$ cat src/common/nrsr_pkg.sv
// package: opcodes, field positions, widths and reset values for the nibble alu slice
package nrsr_pkg;
   // ----------------------------------------
   // instruction word layout
   // ----------------------------------------
   localparam int NRSR_IW_W = 16;           // instruction word width
   localparam int NRSR_ADDR_LSB = 0;        // ram address r6..r0
   localparam int NRSR_ADDR_W = 7;          // ram address width
   localparam int NRSR_WSEL_LSB = 0;        // working register select w3..w0
   localparam int NRSR_IMM_LSB = 4;         // immediate i3..i0
   localparam int NRSR_PC_W = 11;           // program counter width
   // ----------------------------------------
   // opcodes, left aligned in the word
   // ----------------------------------------
   localparam logic [8:0] NRSR_OP_ROTATE = 9'h09b;   // 0 1001 1011, 7-bit address follows
   localparam logic [8:0] NRSR_OP_SUB_MEM = 9'h014;  // 0 0001 0100
   localparam logic [8:0] NRSR_OP_SUBS_MEM = 9'h016; // 0 0001 0110
   localparam logic [7:0] NRSR_OP_SUB_IMM = 8'h0e;   // 0000 1110, imm and wr follow
   localparam logic [8:0] NRSR_OP_SUBS_IMM = 9'h01f; // 0 0001 1111
   localparam logic [13:0] NRSR_OP_RETURN = 14'h0080; // 00 0000 1000 0000
   // ----------------------------------------
   // reset values
   // ----------------------------------------
   localparam logic [3:0] NRSR_ACC_RST = 4'h0;       // accumulator after reset
   localparam logic NRSR_FLAG_RST = 1'b0;            // flags after reset
   localparam logic [10:0] NRSR_PC_RST = 11'h000;    // pc after reset
endpackage

$ cat src/rtl/nrsr_alu.sv
// combinational 4-bit subtract with borrow and flags
`timescale 1ns/1ns
module nrsr_alu
   import nrsr_pkg::*;
#(
   parameter int W = 4
) (
   // operands
   input wire logic [W-1:0] min_i,
   input wire logic [W-1:0] sub_i,
   input wire logic borrow_i,
   // result
   output logic [W-1:0] diff_o,
   output logic borrow_o,
   output logic zero_o
);
   logic [W:0] wide; // extra bit catches the borrow out of the top bit
   // plain subtract; a set top bit means the result wrapped below zero
   always_comb begin
      wide = {1'b0, min_i} - {1'b0, sub_i} - {{W{1'b0}}, borrow_i};
      diff_o = wide[W-1:0];
      borrow_o = wide[W];           // carry set means borrow occurred
      zero_o = (wide[W-1:0] == '0);
   end
endmodule // nrsr_alu

$ cat src/rtl/nrsr_core.sv
// execution slice: rotate right through carry, subtract with borrow forms, return
`timescale 1ns/1ns
module nrsr_core
   import nrsr_pkg::*;
(
   // clock and reset
   input wire logic mclk_i,
   input wire logic rstn_i,
   // instruction issue, one per cycle when valid
   input wire logic exec_i,
   input wire logic [NRSR_IW_W-1:0] instr_i,
   // data ram read port (combinational, addressed by ram_addr_o)
   input wire logic [3:0] ram_rdata_i,
   // working register read data for wr_sel_o
   input wire logic [3:0] wr_rdata_i,
   // top stack entry
   input wire logic [NRSR_PC_W-1:0] stack_top_i,
   // addresses presented to the ram and working registers
   output logic [NRSR_ADDR_W-1:0] ram_addr_o,
   output logic [3:0] wr_sel_o,
   // write back strobes, pulses
   output logic ram_we_o,
   output logic wr_we_o,
   output logic [3:0] wdata_o,
   // stack pop and pc load, pulses
   output logic stack_pop_o,
   output logic pc_load_o,
   output logic [NRSR_PC_W-1:0] pc_o,
   // architectural state
   output logic [3:0] acc_o,
   output logic carry_flag_o,
   output logic zero_flag_o
);
   // ----------------------------------------
   // state
   // ----------------------------------------
   typedef struct packed {
      logic [3:0] acc;              // accumulator
      logic carry;                  // carry flag
      logic zero;                   // zero flag
      logic [NRSR_PC_W-1:0] pc;     // last loaded pc
      logic pc_ld;                  // pc load pulse
      logic ram_we;                 // ram write pulse
      logic wr_we;                  // wr write pulse
      logic [3:0] wdata;            // write back value
      logic [NRSR_ADDR_W-1:0] waddr; // held address for the write
      logic [3:0] wsel;             // held wr select
   } nrsr_state_t;

   nrsr_state_t st_reg;
   nrsr_state_t st_next;

   // ----------------------------------------
   // decode
   // ----------------------------------------
   logic is_rot, is_subm, is_subsm, is_subi, is_subsi, is_ret;
   logic [3:0] imm;
   logic [3:0] rot_val;
   logic [3:0] diff;
   logic bout, dzero;
   logic use_imm;

   always_comb begin
      is_rot = exec_i && (instr_i[15:7] == NRSR_OP_ROTATE);
      is_subm = exec_i && (instr_i[15:7] == NRSR_OP_SUB_MEM);
      is_subsm = exec_i && (instr_i[15:7] == NRSR_OP_SUBS_MEM);
      is_subi = exec_i && (instr_i[15:8] == NRSR_OP_SUB_IMM);
      // store immediate form differs from sub_imm in bit 8; its bit 7 doubles as i3, so i3 is 1
      is_subsi = exec_i && (instr_i[15:7] == NRSR_OP_SUBS_IMM);
      is_ret = exec_i && (instr_i[15:2] == NRSR_OP_RETURN);
      // plain immediate form must not shadow the store form
      if (is_subsi) begin
         is_subi = 1'b0;
      end
      use_imm = is_subi || is_subsi;
      imm = instr_i[NRSR_IMM_LSB +: 4];
      // old carry into bit 3, bit 0 leaves as new carry
      rot_val = {st_reg.carry, ram_rdata_i[3:1]};
   end

   assign ram_addr_o = instr_i[NRSR_ADDR_LSB +: NRSR_ADDR_W];
   assign wr_sel_o = instr_i[NRSR_WSEL_LSB +: 4];

   // shared subtractor: memory forms subtract acc, immediate forms subtract i
   nrsr_alu #(
      .W(4)
   ) nrsr_alu_i (
      .min_i(use_imm ? wr_rdata_i : ram_rdata_i),
      .sub_i(use_imm ? imm : st_reg.acc),
      .borrow_i(st_reg.carry),
      .diff_o(diff),
      .borrow_o(bout),
      .zero_o(dzero)
   );

   // ----------------------------------------
   // next state, all in one cycle
   // ----------------------------------------
   always_comb begin
      st_next = st_reg;
      st_next.pc_ld = 1'b0;         // strobes fall unless refired
      st_next.ram_we = 1'b0;
      st_next.wr_we = 1'b0;
      if (is_rot) begin
         st_next.acc = rot_val;
         st_next.carry = ram_rdata_i[0];
         st_next.zero = (rot_val == 4'h0);
         st_next.wdata = rot_val;
         st_next.waddr = ram_addr_o;
         st_next.ram_we = 1'b1;
      end else if (is_subm || is_subsm || is_subi || is_subsi) begin
         st_next.acc = diff;
         st_next.carry = bout;
         st_next.zero = dzero;
         st_next.wdata = diff;
         st_next.waddr = ram_addr_o;
         st_next.wsel = wr_sel_o;
         st_next.ram_we = is_subsm;
         st_next.wr_we = is_subsi;
      end else if (is_ret) begin
         st_next.pc = stack_top_i;
         st_next.pc_ld = 1'b1;
      end
   end

   // ----------------------------------------
   // registers
   // ----------------------------------------
   always_ff @(posedge mclk_i) begin
      if (!rstn_i) begin
         st_reg <= '0;
         st_reg.acc <= NRSR_ACC_RST;
         st_reg.carry <= NRSR_FLAG_RST;
         st_reg.zero <= NRSR_FLAG_RST;
         st_reg.pc <= NRSR_PC_RST;
      end else begin
         st_reg <= st_next;
      end
   end

   // ----------------------------------------
   // outputs
   // ----------------------------------------
   // stack pop is combinational so the stack pointer moves with the pc load
   // hazard: a user that registers the pop as well would pop one cycle late
   assign stack_pop_o = is_ret;
   assign pc_load_o = st_reg.pc_ld;
   assign pc_o = st_reg.pc;
   assign ram_we_o = st_reg.ram_we;
   assign wr_we_o = st_reg.wr_we;
   assign wdata_o = st_reg.wdata;
   assign acc_o = st_reg.acc;
   assign carry_flag_o = st_reg.carry;
   assign zero_flag_o = st_reg.zero;

   // ----------------------------------------
   // checks: rotate and return
   // ----------------------------------------
   // rotate: the old carry enters at the top and bit 0 leaves as carry
   rot_result_a: assert property (@(posedge mclk_i) disable iff (!rstn_i)
      is_rot |=> acc_o == {$past(st_reg.carry), $past(ram_rdata_i[3:1])}
                 && carry_flag_o == $past(ram_rdata_i[0]))
      else $error("rotate result wrong");
   // rotate writes the same nibble to ram and acc, never to a working register
   rot_write_a: assert property (@(posedge mclk_i) disable iff (!rstn_i)
      is_rot |=> ram_we_o && wdata_o == acc_o && !wr_we_o)
      else $error("rotate write back wrong");
   // return: the popped entry lands in the pc one cycle later
   ret_pc_a: assert property (@(posedge mclk_i) disable iff (!rstn_i)
      is_ret |=> pc_load_o && pc_o == $past(stack_top_i))
      else $error("return pc wrong");
   // a return leaves the alu side alone; only the pc moves
   ret_quiet_a: assert property (@(posedge mclk_i) disable iff (!rstn_i)
      is_ret |=> !ram_we_o && !wr_we_o && $stable(acc_o) && $stable(carry_flag_o)
                 && $stable(zero_flag_o))
      else $error("return disturbed alu state");
   // the pc is only ever loaded by a return
   pc_hold_a: assert property (@(posedge mclk_i) disable iff (!rstn_i)
      !is_ret |=> !pc_load_o && $stable(pc_o))
      else $error("pc moved without return");
   // ----------------------------------------
   // checks: subtract forms
   // ----------------------------------------
   // plain memory form loads only the accumulator
   sub_mem_a: assert property (@(posedge mclk_i) disable iff (!rstn_i)
      is_subm |=> !ram_we_o && !wr_we_o && acc_o == 4'($past(ram_rdata_i)
                  - $past(st_reg.acc) - {3'h0, $past(st_reg.carry)}))
      else $error("memory subtract wrong");
   // plain immediate form loads only the accumulator
   sub_imm_a: assert property (@(posedge mclk_i) disable iff (!rstn_i)
      is_subi |=> !ram_we_o && !wr_we_o && acc_o == 4'($past(wr_rdata_i)
                  - $past(imm) - {3'h0, $past(st_reg.carry)}))
      else $error("immediate subtract wrong");
   // store memory form: the write goes to the address of the issue cycle
   subs_mem_a: assert property (@(posedge mclk_i) disable iff (!rstn_i)
      is_subsm |=> ram_we_o && wdata_o == acc_o && st_reg.waddr == $past(ram_addr_o))
      else $error("memory store subtract wrong");
   // store memory form carries the same difference as the plain form
   subs_mem_val_a: assert property (@(posedge mclk_i) disable iff (!rstn_i)
      is_subsm |=> !wr_we_o && acc_o == 4'($past(ram_rdata_i)
                   - $past(st_reg.acc) - {3'h0, $past(st_reg.carry)}))
      else $error("memory store subtract value wrong");
   // store immediate form writes the selected working register
   subs_imm_a: assert property (@(posedge mclk_i) disable iff (!rstn_i)
      is_subsi |=> wr_we_o && !ram_we_o && wdata_o == acc_o
                   && st_reg.wsel == $past(wr_sel_o))
      else $error("wr store subtract wrong");
   // ----------------------------------------
   // checks: flags
   // ----------------------------------------
   // zero follows the nibble that landed in the accumulator
   zero_flag_a: assert property (@(posedge mclk_i) disable iff (!rstn_i)
      (is_rot || is_subm || is_subsm || is_subi || is_subsi)
      |=> zero_flag_o == (acc_o == 4'h0))
      else $error("zero flag wrong");
   // carry set means the subtrahend plus old carry exceeded the minuend;
   // worked out by comparison rather than by subtraction, so a slip in the alu shows up
   mem_borrow_a: assert property (@(posedge mclk_i) disable iff (!rstn_i)
      (is_subm || is_subsm)
      |=> carry_flag_o == (({1'b0, $past(st_reg.acc)} + {4'h0, $past(st_reg.carry)})
                           > {1'b0, $past(ram_rdata_i)}))
      else $error("memory borrow wrong");
   // same polarity for the immediate forms, with the immediate as subtrahend
   imm_borrow_a: assert property (@(posedge mclk_i) disable iff (!rstn_i)
      (is_subi || is_subsi)
      |=> carry_flag_o == (({1'b0, $past(imm)} + {4'h0, $past(st_reg.carry)})
                           > {1'b0, $past(wr_rdata_i)}))
      else $error("immediate borrow wrong");
endmodule // nrsr_core

$ cat config.mk
export PLATFORM = sky130hd
export DESIGN_NAME = nrsr_core
export DESIGN_NICKNAME = d
export VERILOG_FILES = /design/src/common/nrsr_pkg.sv /design/src/rtl/nrsr_alu.sv /design/src/rtl/nrsr_core.sv
export SDC_FILE = /design/constraint.sdc
export NUM_CORES = 1
export LEC_CHECK = 0
export ABC_AREA = 1
export BUFFER_PORTS_ARGS = -buffer_cell sky130_fd_sc_hd__buf_2
export CORE_MARGIN = 5
export CORE_UTILIZATION = 46
export DETAILED_ROUTE_END_ITERATION = 16
export PLACE_DENSITY = 0.8
export SLEW_MARGIN = 20
export SYNTH_ARGS = -nofsm -noshare
export SYNTH_HDL_FRONTEND = slang
export SYNTH_SLANG_ARGS = --single-unit
$ cat constraint.sdc
create_clock -name mclk_i -period 2.85 [get_ports mclk_i]
set_clock_uncertainty 0.15 [all_clocks]
set_input_delay 0.285 -clock mclk_i [delete_from_list [all_inputs] [get_ports mclk_i]]
set_output_delay 0.285 -clock mclk_i [all_outputs]
set_load 0.1 [all_outputs]
# == After elaboration in Yosys (flattened, before gate mapping) ==
# Cells that the tools add are included.
# op_classes
div_mod_pow,0
eq_ne,6
bitwise_logic,3
mul,0
n_addsub,2
shift,0
order_cmp,0
reduce_logical,17
mux,9
# op_table
cell,count
== test 9 x 5 -> 1 bit (second input constant),3
two-way mux 17 bit,1
== test 14 x 8 -> 1 bit (second input constant),1
two-way mux 6 bit,2
two-way mux 11 bit,1
== test 9 x 8 -> 1 bit (second input constant),1
== test 8 x 4 -> 1 bit (second input constant),1
zero test 4 bit,2
two-way mux 4 bit,2
logical AND 1 bit,6
OR reduction 3 bit,2
subtractor 4 x 4 -> 5 bit,1
subtractor 5 x 1 -> 5 bit,1
logical OR 1 bit,4
two-way mux 1 bit,3
inverter 1 bit,3
AND reduction 3 bit,1
AND reduction 2 bit,1
nonzero test 2 bit,1
# word_totals
reg_bits,28
latchBits,0
memories,0
in_bits,38
output_inout_bits,36
ramBits,0
mem_bits_ro,0
word_cells,46

# == Longest topological paths before layout ==
# Gate-level depths: netlist (run 1).
# depth
word_depth,10
depth_mapped,18
ltp_nobuf,18

# == Modules after synthesis ==
# Synthesis (run 1) repeated with hierarchy kept, for this count alone.
# hier_totals
cells_unflattened,242
hier_area_um2,1641.6
# modules_own_cells
module,instances,cells_per_inst,area_per_inst_um2,seq_area_each_um2
nrsr_core,1,206,1393.8,480.5
nrsr_alu,1,36,247.7,0.0

# == Worst setup path after synthesis (run 1) ==
# No wires, ideal clock.
# synth_timing
kind,reg2reg
start,"register st_reg, in the netlist carry_flag_o"
end,"register st_reg, in the netlist carry_flag_o"
arrival_ns,2.470
path_slack_ns,0.108
n_path_buf,0
stages_incl_launch_ff,9
period_less_slack_ns,2.742
path_cell_list,dfxtp_1 fa_1 inv_1 fa_1 or2_2 a21oi_1 xor2_1 a22oi_1 a21oi_1
# synth_via
elab_chain_cells,3
# synth_rtl
element,line,text
from (decl),nrsr_core.sv:50,nrsr_state_t st_reg;
from (signal assigned),nrsr_core.sv:137,st_reg <= st_next;
subtractor 5 x 1 -> 5 bit,nrsr_alu.sv:20,"wide = {1'b0, min_i} - {1'b0, sub_i} - {{W{1'b0}}, borrow_i};"
two-way mux 6 bit,nrsr_core.sv:111,end else if (is_subm || is_subsm || is_subi || is_subsi) begin
two-way mux 6 bit,nrsr_core.sv:104,if (is_rot) begin
# Every way passes these cells. The select of a mux whose other input is x is not followed.
# A chain may end at the register's enable or synchronous reset.

# == Worst setup path after layout (run 1) ==
# layout_timing
start,input port instr_i[13]
end,"register st_reg, in the netlist carry_flag_o"
# layout_via
elab_chain_cells,9
# layout_rtl
element,line,text
from (decl),nrsr_core.sv:11,"input wire logic [NRSR_IW_W-1:0] instr_i,"
== test 9 x 5 -> 1 bit / == test 8 x 4 -> 1 bit (equally long branches),"nrsr_core.sv:69, nrsr_core.sv:67",
"logical AND 1 bit, on equally long branches","nrsr_core.sv:69, nrsr_core.sv:67",
two-way mux 1 bit,nrsr_core.sv:72,if (is_subsi) begin
logical OR 1 bit,nrsr_core.sv:75,use_imm = is_subi || is_subsi;
"two-way mux 4 bit, on equally long branches","nrsr_core.sv:88, nrsr_core.sv:89",
subtractor 4 x 4 -> 5 bit,nrsr_alu.sv:20,
subtractor 5 x 1 -> 5 bit,nrsr_alu.sv:20,
two-way mux 6 bit,nrsr_core.sv:111,
two-way mux 6 bit,nrsr_core.sv:104,
# Several ways; a longest one is shown, not always the timed one. The select of a mux whose other input is x is not followed.

==> out/results.txt, run 1 <==
status -> finished, final reports clean
RSZ-0062 raised after global routing -> no
core area -> 3280 um2
ranking of synthesized cells by area -> dfxtp_1 (32%), nand2_1 (7.9%), nor2_1 (7.6%), buf_4 (5.4%), inv_1 (4.4%)
critical path arrival -> 2.63 ns
WL/cell -> 12.3 um
global-route wire length before repair -> 6.22 mm
Setup-failing EPs final -> 0
Worst Hold End -> pc_o[1]
area leader, netlist -> dfxtp_1
Filler Cell Count -> 307
sequential area share after synthesis -> 0.315
Initial Util -> 0.464
Post-synth top cells -> nand2_1 (32), nor2_1 (31), dfxtp_1 (24), inv_1 (18), o21ai_0 (12)
Total Nets Final -> 312
layout cells sized above 1 -> 0.352
Worst Setup Start Kind -> input port
setup TNS -> 0 ns
mapped cell area -> 1520 um2
critical-path cell list -> buf_2 -> inv_1 -> nand2_1 -> nor2_4 -> nand2_2 -> nand2_8 -> mux2i_1 -> fa_1 -> inv_1 -> fa_1 -> or2_2 -> a21oi_1 -> xor2_1 -> a22oi_1 -> a21oi_1
std cell rows -> 21
top_reg_cell synth -> dfxtp_1
Max Cap Viol -> 0
CTS buffer count -> 3
Root Buffer -> clkbuf_4
IO Count -> 74
Syn Nets -> 251
DP Wirelength -> 3.17 mm
CP max stage cell -> fa_1
Max FO, Critical Path -> 9
Die W -> 67.6 um
CTS sink cnt -> 24
ANT nets after route -> 0
vias in the first global route -> 1446
die area -> 4560 um2
Overflow after GRT -> 0
Worst EP required -> 2.94 ns
I/O Buffers -> 67
Avg Synthesized Cell Area -> 7.36 um2
R2R setup slack -> 0.69 ns
worst-skew pair later-pin latency -> 0.31 ns
hold path start -> stack_top_i[1]
htree depth -> 1
Max VDD drop -> 0.240 mV
GPL Wtd Cong -> 0.959
DRT Pass-1 Iters -> 4
Max Slew Vio Count -> 0
Final Critical Period -> 2.54 ns
Area Overhead vs Synth -> 25.4%
drt total wl -> 3.86 mm
CTS tree -> built
number of library cell types mapped by synthesis -> 34
worst r2r src -> acc_o[0]
#FFs+latches synth -> 24
dominant cell by count in the synthesized netlist -> nand2_1
period utilization -> 0.890
ys async rst share -> 0
WHS Path Cells -> 3
EDFF count, synth -> 0
Initial DRC Count -> 99
slew margin rel. -> 0.671
initial antenna violation count -> 0
worst slew pin tran -> 0.497 ns
vias per cell -> 4.98
hold slack final -> 0.0339 ns
Residual DRC -> 0
CP Class -> input port to flop
CP endpoint kind -> flop
antenna diode count -> 0
Static Leak -> 1.01 nW
hold crit path type -> input port to flop
crit path launch -> instr_i[13]
Die Y -> 67.6 um
number of synthesis warnings -> 0
Worst R2R Path Depth -> 10
Via Count -> 1559
Worst-path clk slew -> 0.13 ns
CTS max path bufs -> 2
worst reg2reg endpoint -> carry_flag_o
Synth Instances -> 207
Final Hold Viols -> 0
Max Freq -> 394 MHz
largest net degree at the start of global routing -> 16
Overall Global Routing Usage -> 0.177
Post-CTS Setup Inserts -> 0
pwr/cell area -> 369 nW/um2
CP peak stage delay -> 0.37 ns
Synth top area share -> 0.315
-- kinds of logic after synthesis --
kind of cell	count (synthesis)	synth area share
mux	4	0.0263
simple gates	107	0.356
fa+ha+maj	6	0.0591
compound gates	27	0.0952
buf+inv	38	0.143
flops	24	0.315
xor+xnor	1	0.00575
-- how the worst max path moves through the flow --
stage | end | depth (start not counted) | slack (ns)
after detailed placement | carry_flag_o | 15 | -0.02
final | carry_flag_o | 15 | 0.31
after CTS | carry_flag_o | 15 | 0.33
after global routing | carry_flag_o | 15 | 0.05
after global placement | carry_flag_o | 15 | 0.02
after floorplan | carry_flag_o | 8 | 0.11
-- cell type report --
class | count | area, um2 | area share
clock inverter | 1 | 30.0 | 0.0157
sequential | 24 | 480 | 0.251
inverter | 22 | 101 | 0.0530
multi-input combinational | 145 | 826 | 0.432
clock buffer | 3 | 22.5 | 0.0118
timing repair buffer | 72 | 393 | 0.206
tap | 46 | 57.6 | 0.0301
-- placed cells by master, fill, tap and decap left out, types with 3 or more instances in the layout --
| cell type | n |
|---|---|
| a21oi_1 | 11 |
| a22oi_1 | 3 |
| buf_2 | 66 |
| buf_4 | 3 |
| clkbuf_4 | 3 |
| dfxtp_1 | 24 |
| ha_1 | 4 |
| inv_1 | 18 |
| mux2i_1 | 4 |
| nand2_1 | 32 |
| nand2_2 | 4 |
| nand2_4 | 3 |
| nand3_1 | 10 |
| nand3_2 | 3 |
| nand4_1 | 5 |
| nor2_1 | 31 |
| nor2_2 | 3 |
| nor3_1 | 7 |
| nor4_1 | 3 |
| o21ai_0 | 12 |
-- stage by stage --
step	cells	total power, W	utilization	cell area, um2	setup WS [ns]
final	313	0.000706	0.582	1910	0.314
after global routing	313	0.000741	0.582	1910	0.0538
after CTS	311	0.000711	0.576	1890	0.325
after detailed placement	307	0.000469	0.560	1840	-0.0192
after global placement	307	0.000468	0.560	1840	0.0163
after floorplan	207	0.000456	-	1520	0.108
-- per-layer routing --
layer  share of wire  vias to the layer above  track usage  routed length, um
li1                -                      788            -                  -
met1            0.42                      696        0.232               1630
met2            0.47                       67        0.275               1820
met3           0.089                        8       0.0599                343
met4           0.019                        0       0.0481                 74
met5               0                        -            0                  0
-- critical path, delay by kind of cell --
kind                     cells  cell delay, ns
AND/OR/NAND/NOR              5            0.84
adder cells (fa/ha/maj)      2            0.55
multiplexers                 1            0.22
AO/OA/AOI/OAI                3            0.36
buffers and inverters        3            0.21
XOR/XNOR                     1            0.16
-- sequential cells by signal, indices dropped and copies added, names as in the netlist --
register      flops
acc_o             4
carry_flag_o      1
pc_load_o         1
pc_o             11
ram_we_o          1
wdata_o           4
wr_we_o           1
zero_flag_o       1
-- timing repair --
item,CTS,global route
hold buffers,0,2
endpoints found under the hold margin,0,2
gates resized for setup,0,0
-- power breakdown --
group / switching [W] / internal, W
sequential: 0.000000463 / 0.000336
clock: 0.0000997 / 0.000142
combinational: 0.0000897 / 0.0000378
Note: power is estimated with default switching activity, not from simulation.
==> run 2, diff against run 1 <==
--- a/config.mk
+++ b/config.mk
@@ -8,10 +8,11 @@
 export ABC_AREA = 1
 export BUFFER_PORTS_ARGS = -buffer_cell sky130_fd_sc_hd__buf_2
 export CORE_MARGIN = 5
-export CORE_UTILIZATION = 46
+export CORE_UTILIZATION = 30
 export DETAILED_ROUTE_END_ITERATION = 16
-export PLACE_DENSITY = 0.8
+export SKIP_LAST_GASP = 1
 export SLEW_MARGIN = 20
 export SYNTH_ARGS = -nofsm -noshare
 export SYNTH_HDL_FRONTEND = slang
 export SYNTH_SLANG_ARGS = --single-unit
+export TNS_END_PERCENT = 30
==> run 2 against run 1 <==
Clock power increased by 22%. Fmax decreased by 4.4%. Power increased by 7.3%. Combinational power about the same. Final cell count increased by 7.3%.
==> out/results.txt, run 2 (synthesis gave the netlist of run 1 again) <==
IO Count -> 74 (unchanged)
WHS Path Cells -> 3 (unchanged)
Root Buffer -> clkbuf_8
Overall Global Routing Usage -> 0.130 (-0.0469)
CP endpoint kind -> flop
die area -> 6610 um2 (+45%)
WP buf/inv -> 3 (unchanged)
Max Slew Vio Count -> 0 (unchanged)
htree depth -> 1 (unchanged)
Worst EP required -> 2.85 ns (-0.09 ns)
critical path arrival -> 2.65 ns (+0.02 ns)
Final Critical Period -> 2.65 ns (+0.117 ns)
vias per cell -> 4.51 (-9.4%)
DRT Pass-1 Iters -> 4 (unchanged)
Max FO, Critical Path -> 6 (-3)
CTS max path bufs -> 2 (unchanged)
Total Nets Final -> 311 (-0.32%)
worst-skew pair later-pin latency -> 0.26 ns (-0.05 ns)
Area Overhead vs Synth -> 28.0%
CP peak stage delay -> 0.38 ns (about the same)
Via Count -> 1516 (-2.8%)
status -> finished, final reports clean
commonest non-fill, non-tap cells in the layout -> buf_2 (66), nand2_1 (32), nor2_1 (31), dfxtp_1 (24), inv_1 (18)
vias in the first global route -> 1576 (+9.0%)
antenna diode count -> 0 (unchanged)
DP Worst Slack -> -0.0771 ns (-0.0579 ns)
Worst R2R Path Depth -> 10 (unchanged)
Final Hold Viols -> 0 (unchanged)
Die Y -> 81.3 um (+20%)
Filler Cell Count -> 547 (+78%)
initial antenna violation count -> 0 (unchanged)
largest net degree at the start of global routing -> 16 (unchanged)
Gates resized, CTS repair -> 0 (unchanged)
Max Freq -> 377 MHz (-4.4%)
hold crit path type -> input port to flop
critical-path cell list -> buf_2 -> inv_1 -> nand2_1 -> nor2_2 -> nand2_4 -> nand2_8 -> mux2i_2 -> fa_1 -> inv_1 -> fa_1 -> or2_2 -> a21oi_1 -> xor2_1 -> a22oi_1 -> a21oi_1
Initial Util -> 0.304 (-0.160)
WL/cell -> 12.0 um (-2.6%)
Setup-failing EPs final -> 0 (unchanged)
CP max stage cell -> fa_1
Worst-path clk slew -> 0.09 ns (-0.04 ns)
I/O Buffers -> 67 (unchanged)
core area -> 5010 um2 (+53%)
worst slew pin tran -> 0.500 ns (+0.00346 ns)
pwr/cell area -> 388 nW/um2 (+5.1%)
CTS tree -> built
drt total wl -> 4.04 mm (+4.6%)
CTS sink cnt -> 24 (unchanged)
Max Cap Viol -> 0 (unchanged)
Post-CTS Setup Inserts -> 0 (unchanged)
critical path depth -> 15 (unchanged)
max reg flops -> 11 (unchanged)
setup slack after layout -> 0.197 ns (-0.117 ns)
Worst Setup Start Kind -> input port
CP delay by family, top -> simple AND/OR/NAND/NOR gates
RSZ-0062 raised after global routing -> no
layout cells sized above 1 -> 0.361 (+0.00884)
std cell rows -> 26 (+24%)
Residual DRC -> 0 (unchanged)
Static Leak -> 1.02 nW (+0.71%)
hold_buf cts -> 0 (unchanged)
Overflow after GRT -> 0 (unchanged)
commonest non-fill, non-tap cell in the layout -> buf_2
Max VDD drop -> 0.341 mV (+42%)
CTS buffer count -> 3 (unchanged)
CP Class -> input port to flop
DP Wirelength -> 3.35 mm (+5.7%)
period utilization -> 0.931 (+0.0410)
area of the multi-input gates -> 830 um2 (+0.45%)
final cell count without fillers -> 336 (+7.3%)
Die W -> 81.3 um (+20%)
slew margin rel. -> 0.669 (-0.00229)
GPL Wtd Cong -> 0.899 (-6.3%)
DP Cell Count -> 332 (+8.1%)
Initial DRC Count -> 59 (-40%)
global-route wire length before repair -> 6.86 mm (+10%)
ANT nets after route -> 0 (unchanged)
storage element area -> 480 um2 (unchanged)
## run 2: layout make-up
class,instances,area share
Clock buffer,3,0.0212
Multi-Input combinational cell,145,0.425
Sequential cell,24,0.246
Tap cell,70,0.0449
Clock inverter,1,0.0154
Timing Repair Buffer,71,0.195
Inverter,22,0.0520
## run 2: final timing paths
path             endpoint  slack, ns             from
max          carry_flag_o       0.20      instr_i[14]
min              pc_o[10]       0.09  stack_top_i[10]
max reg2reg  carry_flag_o       0.64         acc_o[0]
min reg2reg    wdata_o[2]       0.31       wdata_o[2]
## run 2: report_power, final
group,leakage [nW],switching (W),internal [W],total (W)
registers,0.193,0.000000427,0.000336,0.000336
clock network,0.0357,0.000108,0.000188,0.000295
logic,0.793,0.0000898,0.0000362,0.000126
total,1.02,0.000198,0.000559,0.000757
## run 2: per-stage QoR
stage | total power [W] | setup TNS [ns] | instance area [um2] | hold slack (ns) | util
floorplan | 0.000456 | 0 | 1520 | 0.270 | -
global placement | 0.000470 | 0 | 1880 | 0.301 | 0.374
detailed placement | 0.000470 | -0.0771 | 1880 | 0.304 | 0.374
CTS | 0.000769 | 0 | 1950 | 0.0809 | 0.389
global route | 0.000791 | 0 | 1950 | 0.0937 | 0.389
finish | 0.000757 | 0 | 1950 | 0.0866 | 0.389
## run 2: routing by layer
layer | GRT usage | vias up | part of all wire
met2 | 0.229 | 50 | 0.48
met1 | 0.156 | 680 | 0.43
met5 | 0 | - | 0
li1 | - | 786 | -
met3 | 0.0510 | 0 | 0.094
met4 | 0.00507 | 0 | 0
## run 2: worst register-to-register path, cell delays in order, from the launching register on
cell and delay [ns]:
dfxtp_1 0.37, nand2_1 0.07, nand2_1 0.08, fa_1 0.17, inv_1 0.06, fa_1 0.38
or2_2 0.32, a21oi_1 0.17, xor2_1 0.09, a22oi_1 0.16, a21oi_1 0.08
